<file path="src/sdcp_defines.svh">
`ifndef SDCP_DEFINES_SVH
`define SDCP_DEFINES_SVH
// Summary of operation
// RL1: Host waits for the busy bit to read 0 before issuing a command.
// RL2: Commands run only with drive ready set, except diagnostic and init parameters.
// RL3: Device sends register, PIO setup and DMA active frames; data frames both ways.
// RL4: Commands moving no payload are classed non-data and run without data frames.
// RL5: Non-data command completes with a device-to-host register frame, interrupt bit 1.
// RL6: Pending error on a data command skips data, sends register frame, interrupt 1.
// RL7: PIO data-in setup frame status carries busy 0, DRQ 1, interrupt 1.
// RL8: PIO data-in ending status is busy 0 on last burst, else busy 1; DRQ 0.
// RL9: PIO data-in sends one data frame after each setup frame until done.
// RL10: Every data frame burst carries at most 8 KB; longer transfers repeat bursts.
// RL11: PIO data-in ends after its last data frame with no closing register frame.
// RL12: PIO data-out setup carries busy 0, DRQ 1; interrupt 0 first burst, else 1.
// RL13: PIO data-out setup ending status carries busy 1 and DRQ 0.
// RL14: Host answers each PIO data-out setup frame with one data frame.
// RL15: Data-out ends with a register frame, interrupt 1, reporting any error found.
// RL16: DMA data-in sends data frames directly without any setup frame.
// RL17: DMA data-in closes with a register frame carrying interrupt bit 1.
// RL18: DMA data-out sends a DMA active frame before each burst it accepts.
// RL19: Host sends a DMA data-out data frame only after a DMA active frame.
// RL20: DMA completion is signalled by the interrupt bit of the final register frame.

// Transfer geometry
`define SDCP_SECT_BYTES    512
`define SDCP_WORD_BYTES    4
`define SDCP_BURST_BYTES   8192
`define SDCP_SECT_WORDS    (`SDCP_SECT_BYTES / `SDCP_WORD_BYTES)
`define SDCP_BURST_SECT    (`SDCP_BURST_BYTES / `SDCP_SECT_BYTES)
`define SDCP_FIFO_DEPTH    16
`define SDCP_ZERO_CNT_SECT 17'h10000

// Command opcodes
`define SDCP_OP_RECAL      8'h10
`define SDCP_OP_SEEK       8'h70
`define SDCP_OP_VERIFY     8'h40
`define SDCP_OP_VERIFY_X   8'h42
`define SDCP_OP_DIAG       8'h90
`define SDCP_OP_INIT_PAR   8'h91
`define SDCP_OP_SET_FEAT   8'hEF
`define SDCP_OP_SET_MULT   8'hC6
`define SDCP_OP_STBY_IMM   8'hE0
`define SDCP_OP_IDLE_IMM   8'hE1
`define SDCP_OP_STBY       8'hE2
`define SDCP_OP_IDLE       8'hE3
`define SDCP_OP_CHK_PWR    8'hE5
`define SDCP_OP_SLEEP      8'hE6
`define SDCP_OP_FLUSH      8'hE7
`define SDCP_OP_FLUSH_X    8'hEA
`define SDCP_OP_SMART      8'hB0
`define SDCP_OP_IDENT      8'hEC
`define SDCP_OP_RD_SECT    8'h20
`define SDCP_OP_RD_SECT_X  8'h24
`define SDCP_OP_RD_MULT    8'hC4
`define SDCP_OP_RD_BUF     8'hE4
`define SDCP_OP_RD_LOG_X   8'h2F
`define SDCP_OP_WR_SECT    8'h30
`define SDCP_OP_WR_SECT_X  8'h34
`define SDCP_OP_WR_MULT    8'hC5
`define SDCP_OP_WR_BUF     8'hE8
`define SDCP_OP_DL_UCODE   8'h92
`define SDCP_OP_WR_LOG_X   8'h3F
`define SDCP_OP_RD_DMA     8'hC8
`define SDCP_OP_RD_DMA_X   8'h25
`define SDCP_OP_IDENT_DMA  8'hEE
`define SDCP_OP_WR_DMA     8'hCA
`define SDCP_OP_WR_DMA_X   8'h35
`define SDCP_OP_WR_LOG_DMA 8'h57
`define SDCP_SMART_RD_DATA 8'hD0
`define SDCP_SMART_RD_LOG  8'hD5
`define SDCP_SMART_WR_LOG  8'hD6
`endif

</file>
<file path="src/sdcp_pkg.sv">
package sdcp_pkg;
  // Command classes
  typedef enum logic [2:0] {
    CL_ABORT   = 3'b000,
    CL_NODATA  = 3'b001,
    CL_PIO_IN  = 3'b010,
    CL_PIO_OUT = 3'b011,
    CL_DMA_IN  = 3'b100,
    CL_DMA_OUT = 3'b101
  } sdcp_cls_t;

  // Device frame kinds on the frame port
  typedef enum logic [1:0] {
    FT_D2H       = 2'b00,
    FT_PIO_SETUP = 2'b01,
    FT_DMA_ACT   = 2'b10
  } sdcp_ftype_t;

  // Sequencer states
  typedef enum logic [2:0] {
    ST_IDLE = 3'b000,
    ST_EXEC = 3'b001,
    ST_WAIT = 3'b010,
    ST_PSET = 3'b011,
    ST_DACT = 3'b100,
    ST_DIN  = 3'b101,
    ST_DOUT = 3'b110,
    ST_REG  = 3'b111
  } sdcp_state_t;

  // Status byte layout
  typedef struct packed {
    logic bsy;
    logic drdy;
    logic df;
    logic dsc;
    logic drq;
    logic corr;
    logic idx;
    logic err;
  } sdcp_stat_t;

  // Command from a host-to-device register frame
  typedef struct packed {
    logic [7:0]  opcode;
    logic [7:0]  feature;
    logic [15:0] count;
  } sdcp_cmd_t;

  // Device-to-host frame header
  typedef struct packed {
    sdcp_ftype_t ftype;
    logic        irq;
    sdcp_stat_t  status;
    sdcp_stat_t  e_status;
    logic [15:0] xfer_bytes;
  } sdcp_frm_t;
endpackage : sdcp_pkg

</file>
<file path="src/sdcp_fifo.sv">
`include "sdcp_defines.svh"
module sdcp_fifo #(
  parameter int W = 32,
  parameter int D = `SDCP_FIFO_DEPTH
) (
  input  wire logic         clk_i,
  input  wire logic         rst_b_i,
  input  wire logic         in_valid_i,
  input  wire logic [W-1:0] in_data_i,
  output logic              in_ready_o,
  output logic              out_valid_o,
  output logic      [W-1:0] out_data_o,
  input  wire logic         out_ready_i
);
  localparam int AW = $clog2(D);

  logic [W-1:0] mem_ff [D];
  logic [AW:0]  wr_ff;
  logic [AW:0]  rd_ff;

  // Full when pointers differ only in the wrap bit
  wire logic full  = (wr_ff[AW] != rd_ff[AW]) && (wr_ff[AW-1:0] == rd_ff[AW-1:0]);
  wire logic empty = (wr_ff == rd_ff);
  wire logic push  = in_valid_i && !full;
  wire logic pop   = out_ready_i && !empty;

  assign in_ready_o  = !full;
  assign out_valid_o = !empty;
  assign out_data_o  = mem_ff[rd_ff[AW-1:0]];

  // Pointer update
  always_ff @(posedge clk_i or negedge rst_b_i) begin
    if (!rst_b_i) begin
      wr_ff <= '0;
      rd_ff <= '0;
    end else begin
      wr_ff <= wr_ff + (AW+1)'(push);
      rd_ff <= rd_ff + (AW+1)'(pop);
    end
  end

  // Storage, no reset needed
  always_ff @(posedge clk_i) begin
    if (push) begin
      mem_ff[wr_ff[AW-1:0]] <= in_data_i;
    end
  end
endmodule : sdcp_fifo

</file>
<file path="src/sdcp_classify.sv">
`include "sdcp_defines.svh"
module sdcp_classify (
  input  wire logic [7:0]        opcode_i,
  input  wire logic [7:0]        feature_i,
  output sdcp_pkg::sdcp_cls_t    cls_o,
  output logic                   exempt_o
);
  import sdcp_pkg::*;

  // Commands allowed while drive ready is low
  assign exempt_o = (opcode_i == `SDCP_OP_DIAG) || (opcode_i == `SDCP_OP_INIT_PAR); // RL2

  // Opcode to protocol class
  always_comb begin
    unique case (opcode_i)
      `SDCP_OP_RECAL, `SDCP_OP_SEEK, `SDCP_OP_VERIFY, `SDCP_OP_VERIFY_X,
      `SDCP_OP_DIAG, `SDCP_OP_INIT_PAR, `SDCP_OP_SET_FEAT, `SDCP_OP_SET_MULT,
      `SDCP_OP_STBY_IMM, `SDCP_OP_IDLE_IMM, `SDCP_OP_STBY, `SDCP_OP_IDLE,
      `SDCP_OP_CHK_PWR, `SDCP_OP_SLEEP, `SDCP_OP_FLUSH, `SDCP_OP_FLUSH_X: begin
        cls_o = CL_NODATA; // RL4
      end
      `SDCP_OP_SMART: begin
        if (feature_i == `SDCP_SMART_RD_DATA || feature_i == `SDCP_SMART_RD_LOG) begin
          cls_o = CL_PIO_IN;
        end else if (feature_i == `SDCP_SMART_WR_LOG) begin
          cls_o = CL_PIO_OUT;
        end else begin
          cls_o = CL_NODATA; // RL4
        end
      end
      `SDCP_OP_IDENT, `SDCP_OP_RD_SECT, `SDCP_OP_RD_SECT_X, `SDCP_OP_RD_MULT,
      `SDCP_OP_RD_BUF, `SDCP_OP_RD_LOG_X: begin
        cls_o = CL_PIO_IN;
      end
      `SDCP_OP_WR_SECT, `SDCP_OP_WR_SECT_X, `SDCP_OP_WR_MULT, `SDCP_OP_WR_BUF,
      `SDCP_OP_DL_UCODE, `SDCP_OP_WR_LOG_X: begin
        cls_o = CL_PIO_OUT;
      end
      `SDCP_OP_RD_DMA, `SDCP_OP_RD_DMA_X, `SDCP_OP_IDENT_DMA: begin
        cls_o = CL_DMA_IN;
      end
      `SDCP_OP_WR_DMA, `SDCP_OP_WR_DMA_X, `SDCP_OP_WR_LOG_DMA: begin
        cls_o = CL_DMA_OUT;
      end
      default: begin
        cls_o = CL_ABORT;
      end
    endcase
  end
endmodule : sdcp_classify

</file>
<file path="src/sdcp_top.sv">
`include "sdcp_defines.svh"
module sdcp_top #(
  parameter int DW = 32
) (
  input  wire logic              CORE_CLK_I,
  input  wire logic              RST_B_I,
  input  wire logic              CMD_VALID_I,
  input  sdcp_pkg::sdcp_cmd_t    CMD_I,
  output logic                   CMD_READY_O,
  input  wire logic              DRDY_I,
  input  wire logic              ERR_PEND_I,
  input  wire logic              EXEC_DONE_I,
  input  wire logic              EXEC_ERR_I,
  input  wire logic              XFER_RDY_I,
  output logic                   BUSY_O,
  output logic                   FRM_VALID_O,
  output sdcp_pkg::sdcp_frm_t    FRM_O,
  input  wire logic              FRM_READY_I,
  output logic                   TXD_VALID_O,
  output logic [DW-1:0]          TXD_DATA_O,
  output logic                   TXD_LAST_O,
  input  wire logic              TXD_READY_I,
  input  wire logic              RXD_VALID_I,
  input  wire logic [DW-1:0]     RXD_DATA_I,
  input  wire logic              RXD_LAST_I,
  output logic                   RXD_READY_O,
  input  wire logic              MRD_VALID_I,
  input  wire logic [DW-1:0]     MRD_DATA_I,
  output logic                   MRD_READY_O,
  output logic                   MWR_VALID_O,
  output logic [DW-1:0]          MWR_DATA_O,
  input  wire logic              MWR_READY_I
);
  import sdcp_pkg::*;

  sdcp_state_t state_ff;
  sdcp_state_t nxt_state;
  sdcp_cls_t   cls_ff;
  sdcp_cls_t   cmd_cls;
  logic        cmd_exempt;
  logic        dir_in_ff;
  logic        first_ff;
  logic        err_ff;
  logic [16:0] remain_ff;
  logic [4:0]  burst_ff;
  logic [11:0] wcnt_ff;
  logic [23:0] mrd_left_ff;
  logic        fifo_in_ready;
  logic        fifo_out_valid;
  logic [DW-1:0] fifo_out_data;

  ////////////////////////////////////////////////////////////////////////
  // Command decode

  sdcp_classify u_classify (
    .opcode_i  (CMD_I.opcode),
    .feature_i (CMD_I.feature),
    .cls_o     (cmd_cls),
    .exempt_o  (cmd_exempt)
  );

  // Accept and screen a new command
  wire logic cmd_take   = CMD_VALID_I && (state_ff == ST_IDLE);
  wire logic cmd_refuse = (!DRDY_I && !cmd_exempt) || (cmd_cls == CL_ABORT); // RL2
  wire logic cmd_nodata = (cmd_cls == CL_NODATA);
  wire logic cmd_skip   = !cmd_nodata && ERR_PEND_I; // RL6
  wire logic cmd_dir_in = (cmd_cls == CL_PIO_IN) || (cmd_cls == CL_DMA_IN);
  wire logic [16:0] cmd_sect = (CMD_I.count == 16'h0) ? `SDCP_ZERO_CNT_SECT : {1'b0, CMD_I.count};

  // Burst sizing, at most 8 KB per data frame
  wire logic [4:0]  next_burst = (remain_ff > 17'(`SDCP_BURST_SECT)) ?
                                 5'(`SDCP_BURST_SECT) : remain_ff[4:0]; // RL10
  wire logic [11:0] next_words = 12'(next_burst * `SDCP_SECT_WORDS); // RL10
  wire logic        burst_last = (remain_ff == 17'(burst_ff));

  // Handshakes and burst end
  wire logic frm_hs    = FRM_VALID_O && FRM_READY_I;
  wire logic tx_hs     = TXD_VALID_O && TXD_READY_I;
  wire logic rx_hs     = RXD_VALID_I && RXD_READY_O;
  wire logic burst_go  = (state_ff == ST_WAIT) && XFER_RDY_I;
  wire logic in_end    = (state_ff == ST_DIN) && tx_hs && (wcnt_ff == 12'h1);
  wire logic out_end   = (state_ff == ST_DOUT) && rx_hs && ((wcnt_ff == 12'h1) || RXD_LAST_I);
  wire logic burst_end = in_end || out_end;
  wire logic is_pio    = (cls_ff == CL_PIO_IN) || (cls_ff == CL_PIO_OUT);

  ////////////////////////////////////////////////////////////////////////
  // Sequencer

  // Next state
  always_comb begin
    nxt_state = state_ff;
    unique case (state_ff)
      ST_IDLE: begin
        if (cmd_take) begin
          if (cmd_refuse || (!cmd_nodata && ERR_PEND_I)) begin
            nxt_state = ST_REG; // RL6
          end else if (cmd_nodata) begin
            nxt_state = ST_EXEC; // RL4
          end else begin
            nxt_state = ST_WAIT;
          end
        end
      end
      ST_EXEC: begin
        if (EXEC_DONE_I) begin
          nxt_state = ST_REG; // RL5
        end
      end
      ST_WAIT: begin
        if (XFER_RDY_I) begin
          if (is_pio) begin
            nxt_state = ST_PSET;
          end else if (cls_ff == CL_DMA_IN) begin
            nxt_state = ST_DIN; // RL16
          end else begin
            nxt_state = ST_DACT; // RL18
          end
        end
      end
      ST_PSET: begin
        if (frm_hs) begin
          nxt_state = dir_in_ff ? ST_DIN : ST_DOUT; // RL9
        end
      end
      ST_DACT: begin
        if (frm_hs) begin
          nxt_state = ST_DOUT; // RL19
        end
      end
      ST_DIN: begin
        if (in_end) begin
          if (!burst_last) begin
            nxt_state = ST_WAIT; // RL9
          end else if (cls_ff == CL_PIO_IN) begin
            nxt_state = ST_IDLE; // RL11
          end else begin
            nxt_state = ST_REG; // RL17
          end
        end
      end
      ST_DOUT: begin
        if (out_end) begin
          nxt_state = burst_last ? ST_REG : ST_WAIT; // RL15
        end
      end
      ST_REG: begin
        if (frm_hs) begin
          nxt_state = ST_IDLE;
        end
      end
    endcase
  end

  // State register
  always_ff @(posedge CORE_CLK_I or negedge RST_B_I) begin
    if (!RST_B_I) begin
      state_ff <= ST_IDLE;
    end else begin
      state_ff <= nxt_state;
    end
  end

  // Command context
  always_ff @(posedge CORE_CLK_I or negedge RST_B_I) begin
    if (!RST_B_I) begin
      cls_ff    <= CL_ABORT;
      dir_in_ff <= 1'b0;
    end else if (cmd_take) begin
      cls_ff    <= cmd_cls;
      dir_in_ff <= cmd_dir_in && !cmd_refuse && !cmd_skip;
    end
  end

  // Error flag for the closing register frame
  always_ff @(posedge CORE_CLK_I or negedge RST_B_I) begin
    if (!RST_B_I) begin
      err_ff <= 1'b0;
    end else if (cmd_take) begin
      err_ff <= cmd_refuse || cmd_skip; // RL6
    end else if (state_ff == ST_EXEC && EXEC_DONE_I) begin
      err_ff <= EXEC_ERR_I;
    end else if (out_end && burst_last) begin
      err_ff <= ERR_PEND_I; // RL15
    end
  end

  // Sector and burst accounting
  always_ff @(posedge CORE_CLK_I or negedge RST_B_I) begin
    if (!RST_B_I) begin
      remain_ff <= 17'h0;
      burst_ff  <= 5'h0;
      first_ff  <= 1'b0;
    end else if (cmd_take) begin
      remain_ff <= cmd_sect;
      first_ff  <= 1'b1;
    end else if (burst_go) begin
      burst_ff  <= next_burst; // RL10
    end else if (burst_end) begin
      remain_ff <= remain_ff - 17'(burst_ff);
      first_ff  <= 1'b0;
    end
  end

  // Words left in the current data frame
  always_ff @(posedge CORE_CLK_I or negedge RST_B_I) begin
    if (!RST_B_I) begin
      wcnt_ff <= 12'h0;
    end else if (burst_go) begin
      wcnt_ff <= next_words;
    end else if ((state_ff == ST_DIN && tx_hs) || (state_ff == ST_DOUT && rx_hs)) begin
      wcnt_ff <= wcnt_ff - 12'h1;
    end
  end

  ////////////////////////////////////////////////////////////////////////
  // Device frames

  // Frame request and busy indication
  assign CMD_READY_O = (state_ff == ST_IDLE);
  assign BUSY_O      = (state_ff != ST_IDLE);
  assign FRM_VALID_O = (state_ff == ST_PSET) || (state_ff == ST_DACT) ||
                       ((state_ff == ST_REG) && !fifo_out_valid);

  // Frame header fields
  always_comb begin
    FRM_O             = '0;
    FRM_O.status.drdy = DRDY_I;
    unique case (state_ff)
      ST_PSET: begin
        FRM_O.ftype        = FT_PIO_SETUP; // RL3
        FRM_O.status.drq   = 1'b1; // RL7 RL12
        FRM_O.irq          = dir_in_ff || !first_ff; // RL7 RL12
        FRM_O.e_status.bsy = dir_in_ff ? !burst_last : 1'b1; // RL8 RL13
        FRM_O.xfer_bytes   = 16'(burst_ff * `SDCP_SECT_BYTES);
      end
      ST_DACT: begin
        FRM_O.ftype = FT_DMA_ACT; // RL3
      end
      default: begin
        FRM_O.ftype      = FT_D2H; // RL3
        FRM_O.irq        = 1'b1; // RL5 RL20
        FRM_O.status.err = err_ff;
      end
    endcase
  end

  ////////////////////////////////////////////////////////////////////////
  // Data path through the FIFO

  // Media fetch stops at the command's word count, so no stale words linger
  wire logic          mrd_open      = (mrd_left_ff != 24'h0);
  wire logic          fifo_in_valid = dir_in_ff ? (MRD_VALID_I && BUSY_O && mrd_open) :
                                      (RXD_VALID_I && state_ff == ST_DOUT);
  wire logic [DW-1:0] fifo_in_data  = dir_in_ff ? MRD_DATA_I : RXD_DATA_I;
  wire logic          fifo_out_rdy  = dir_in_ff ? (state_ff == ST_DIN && TXD_READY_I) : MWR_READY_I;

  sdcp_fifo #(
    .W (DW),
    .D (`SDCP_FIFO_DEPTH)
  ) u_fifo (
    .clk_i       (CORE_CLK_I),
    .rst_b_i     (RST_B_I),
    .in_valid_i  (fifo_in_valid),
    .in_data_i   (fifo_in_data),
    .in_ready_o  (fifo_in_ready),
    .out_valid_o (fifo_out_valid),
    .out_data_o  (fifo_out_data),
    .out_ready_i (fifo_out_rdy)
  );

  // Media words still to fetch for a data-in command
  always_ff @(posedge CORE_CLK_I or negedge RST_B_I) begin
    if (!RST_B_I) begin
      mrd_left_ff <= 24'h0;
    end else if (cmd_take) begin
      mrd_left_ff <= (cmd_dir_in && !cmd_refuse && !cmd_skip) ?
                     24'(cmd_sect) * 24'(`SDCP_SECT_WORDS) : 24'h0;
    end else if (MRD_VALID_I && MRD_READY_O) begin
      mrd_left_ff <= mrd_left_ff - 24'h1;
    end
  end

  // Link and media stream ports
  assign TXD_VALID_O = (state_ff == ST_DIN) && fifo_out_valid; // RL16
  assign TXD_DATA_O  = fifo_out_data;
  assign TXD_LAST_O  = (wcnt_ff == 12'h1); // RL10
  assign RXD_READY_O = !dir_in_ff && (state_ff == ST_DOUT) && fifo_in_ready; // RL14 RL19
  assign MRD_READY_O = dir_in_ff && BUSY_O && mrd_open && fifo_in_ready;
  assign MWR_VALID_O = !dir_in_ff && fifo_out_valid;
  assign MWR_DATA_O  = fifo_out_data;
endmodule : sdcp_top

</file>
<file path="config.mk">
export PLATFORM = sky130hd
export DESIGN_NAME = sdcp_top
export DESIGN_NICKNAME = d
export VERILOG_FILES = /design/src/sdcp_pkg.sv /design/src/sdcp_fifo.sv /design/src/sdcp_classify.sv /design/src/sdcp_top.sv
export VERILOG_INCLUDE_DIRS = /design/src
export SDC_FILE = /design/constraint.sdc
export NUM_CORES = 1
export LEC_CHECK = 0
export BUFFER_PORTS_ARGS = -buffer_cell sky130_fd_sc_hd__buf_2
export CAP_MARGIN = 20
export CORE_MARGIN = 5
export CORE_UTILIZATION = 60
export DETAILED_ROUTE_END_ITERATION = 8
export PLACE_DENSITY = 0.77
export SYNTH_ARGS = -nofsm -noshare
export SYNTH_HDL_FRONTEND = slang
export SYNTH_SLANG_ARGS = --single-unit
</file>
<file path="constraint.sdc">
create_clock -name CORE_CLK_I -period 4.9 [get_ports CORE_CLK_I]
set_input_delay 1.225 -clock CORE_CLK_I [delete_from_list [all_inputs] [get_ports CORE_CLK_I]]
set_output_delay 1.225 -clock CORE_CLK_I [all_outputs]
set_load 0.01 [all_outputs]
</file>
==> flow_metrics.tcl <==
set metrics [dict create \
    status "finished clean" \
    netlist.area_leader.share_pct 60.58 \
    vias 14212 \
    num-nets-final 1745 \
    drc_errors 0 \
    endpoint "MWR_DATA_O[24]" \
    setup_viol 0 \
    fin_tns_setup_ns 0 \
    postSynthAreaPerCell_um2 17.56 \
    timing.critical_path.buf_inv 2 \
    worstPathArrival_ns 3.06 \
    start_util_pct 60.64 \
    crit_family "multiplexers" \
    fin_util_pct 68.58 \
    start_kind "flip-flop" \
    clkSinkCount 589 \
    r2r_slack_ns 1.21 \
    coreArea_um2 41850 \
    cp.depth 4 \
    routed_via_density 6.445 \
    syn_to_final_growth_pct 13.09 \
    cp_slowest_cell "dfrtp_4" \
    slew_headroom_pct 48.31 \
    ctsHoldBuffers 0 \
    path_cells "buf_4 -> mux4_2 -> mux4_2 -> buf_2" \
    ant_nets 0 \
    final_cell_count_no_fill 2205 \
    cp_common_cell "mux4_2" \
    critPathKind "reg -> out" \
    die_y_um 215.7 \
    path_clk_slew_ns 0.06 \
    yosysMostFrequentCell "edfxtp_1" \
    num_io_pins 217 \
    first_iter_violations 1551 \
    ys_seq_elements 589 \
    cts_tree "built" \
    gp_congestion 0.9317 \
    root_buffer "clkbuf_16" \
    clock_skew_ns 0.01944 \
    clkLatencyLatePin_ns 0.59 \
    grt_pass1_wl_um 89390 \
    power_density_nw_per_um2 583.4 \
    die_area_um2 46510 \
    synth_area_leaders "edfxtp_1 61%, mux4_2 14%, dfrtp_1 7.6%" \
    core.rowCount 75 \
    r2r_start "u_fifo.rd_ff[0]" \
    drt_pass1_iterations 5 \
    hp-class "in -> async" \
    drt_wl_total_um 58630 \
    drv_cap 0 \
    tightest_slew_ns 0.7729 \
    rsz0062_at_grt "false" \
    critPathMaxStageDelay_ns 0.81 \
    portBuffers 193 \
    async_reset_ff_share_pct 13.07 \
    min_period_over_period_pct 87.41 \
    required_ns 3.67 \
    die_w_um 215.7 \
    wl_per_cell_um 26.59 \
    syn_inst 1445 \
    critPathCaptureType "output pin" \
    grt_util_all_layers_pct 25.22 \
    r2r_cells 9 \
    synth_edf_count 512 \
    finalHoldViolations 0 \
    whs_ns 0.4556 \
    clk_path_buf_depth 3 \
    cts_max_level 2 \
    slew_violations 0 \
    vdd_drop_max_uv 388.6 \
    fillers 2655 \
    layout-drive-gt1-share_pct 33.49 \
    worst-path-max-fanout 26 \
    ys.flop_type "edfxtp_1" \
    yosysUniqueCellTypes 80 \
    yosysTopAreaCell "edfxtp_1" \
    place_inst 2101 \
    power.total_mw 16.75 \
    ys_seq_area_share_pct 68.17 \
    max_freq_mhz 233.5 \
    synth-warning-count 0 \
    grt_max_degree 87 \
    grt_pass1_vias 14692 \
    synthTopCellsByCount "512 x edfxtp_1, 161 x mux4_2, 87 x nor2_1" \
    crit_path_start "u_fifo.rd_ff[0]" \
    syn_area_um2 25380 \
    dp_hpwl_um 33400 \
    antenna_found_initial 0 \
    leakagePower_nw 9.799 \
    period_needed_ns 4.283 \
    cts_made_buffers 55 \
    ctsResizeCount 0 \
    post_cts_buffers 0 \
    overflow 0 \
    diodes 0 \
    r2r_end "u_fifo.mem_ff[11][21]" \
]
metrics by stage:
step | area, µm² | worst slack, ns
CTS | 28650 | 0.5385
global route | 28700 | 0.4344
finish | 28700 | 0.6168
global placement | 26820 | 1.228
detailed placement | 26820 | 1.199
floorplan | 25460 | 0.2495
worst min-delay path by stage:
stage	endpoint	slack, ns	depth (start not counted)
after floorplan	first_ff	0.45	2
after global placement	first_ff	0.47	2
after detailed placement	first_ff	0.48	2
after CTS	first_ff	0.50	2
after global routing	wcnt_ff[0]	0.44	1
final	burst_ff[0]	0.46	1
sequential cells by signal (all words and copies together), names as in the netlist, 3 cells and up:
name / cells
u_fifo.mem_ff: 512
wcnt_ff: 12
state_ff: 3
remain_ff: 17
mrd_left_ff: 24
cls_ff: 3
burst_ff: 5
u_fifo.wr_ff: 5
u_fifo.rd_ff: 5
kinds of logic after synthesis:
group                    share of synthesized area, %
AO/OA/AOI/OAI                                   3.845
AND/OR/NAND/NOR                                 6.621
flip-flops                                      68.17
adder cells (fa/ha/maj)                        0.7198
other                                         0.01478
buffers and inverters                           3.308
XOR/XNOR                                        1.415
multiplexers                                    15.91
routing by layer:
| layer | GRT usage (%) | wire [µm] | share of wire (%) |
|---|---|---|---|
| met5 | 0 | 0 | 0 |
| met4 | 6.465 | 1286 | 2.2 |
| met3 | 4.050 | 4312 | 7.4 |
| met2 | 43.73 | 30640 | 52 |
| met1 | 33.99 | 22390 | 38 |
where the power goes:
group / switching (mW) / leakage, nW / total (mW) / internal [mW]
sequential: 0.529 / 5.59 / 6.79 / 6.26
combinational: 3.07 / 3.35 / 5.64 / 2.57
clock: 1.83 / 0.866 / 4.31 / 2.48
total: 5.43 / 9.80 / 16.7 / 11.3
cell type report:
type	count	area, µm²	area share (%)
clock buffers	68	1488	5.183
clock inverters	34	339.1	1.181
inverters	19	71.32	0.2485
multi-input cells	728	7433	25.90
flip-flops and latches	589	17310	60.32
well taps	539	674.4	2.350
repair buffers	228	1384	4.821
cells in the final DEF (no fill, tap or decap), types with 33 or more instances in the layout:
cell type  synthesis  final
buf_2             31    192
clkbuf_16          0     57
dfrtp_1           77     72
edfxtp_1         512    512
mux2_2            33     33
mux4_2           161    161
nand2_1           57     57
nor2_1            87     75
worst reg2reg max path: stages (launching register included):
cell and delay [ns]:
dfrtp_4 0.81, buf_12 0.34, xnor2_1 0.14, nand4_2 0.22, o22a_1 0.20, nand2b_1 0.23
nand2_1 0.21, nand3b_1 0.30, nor2_4 0.65, buf_12 0.27
(Power assumes the default switching activity.)
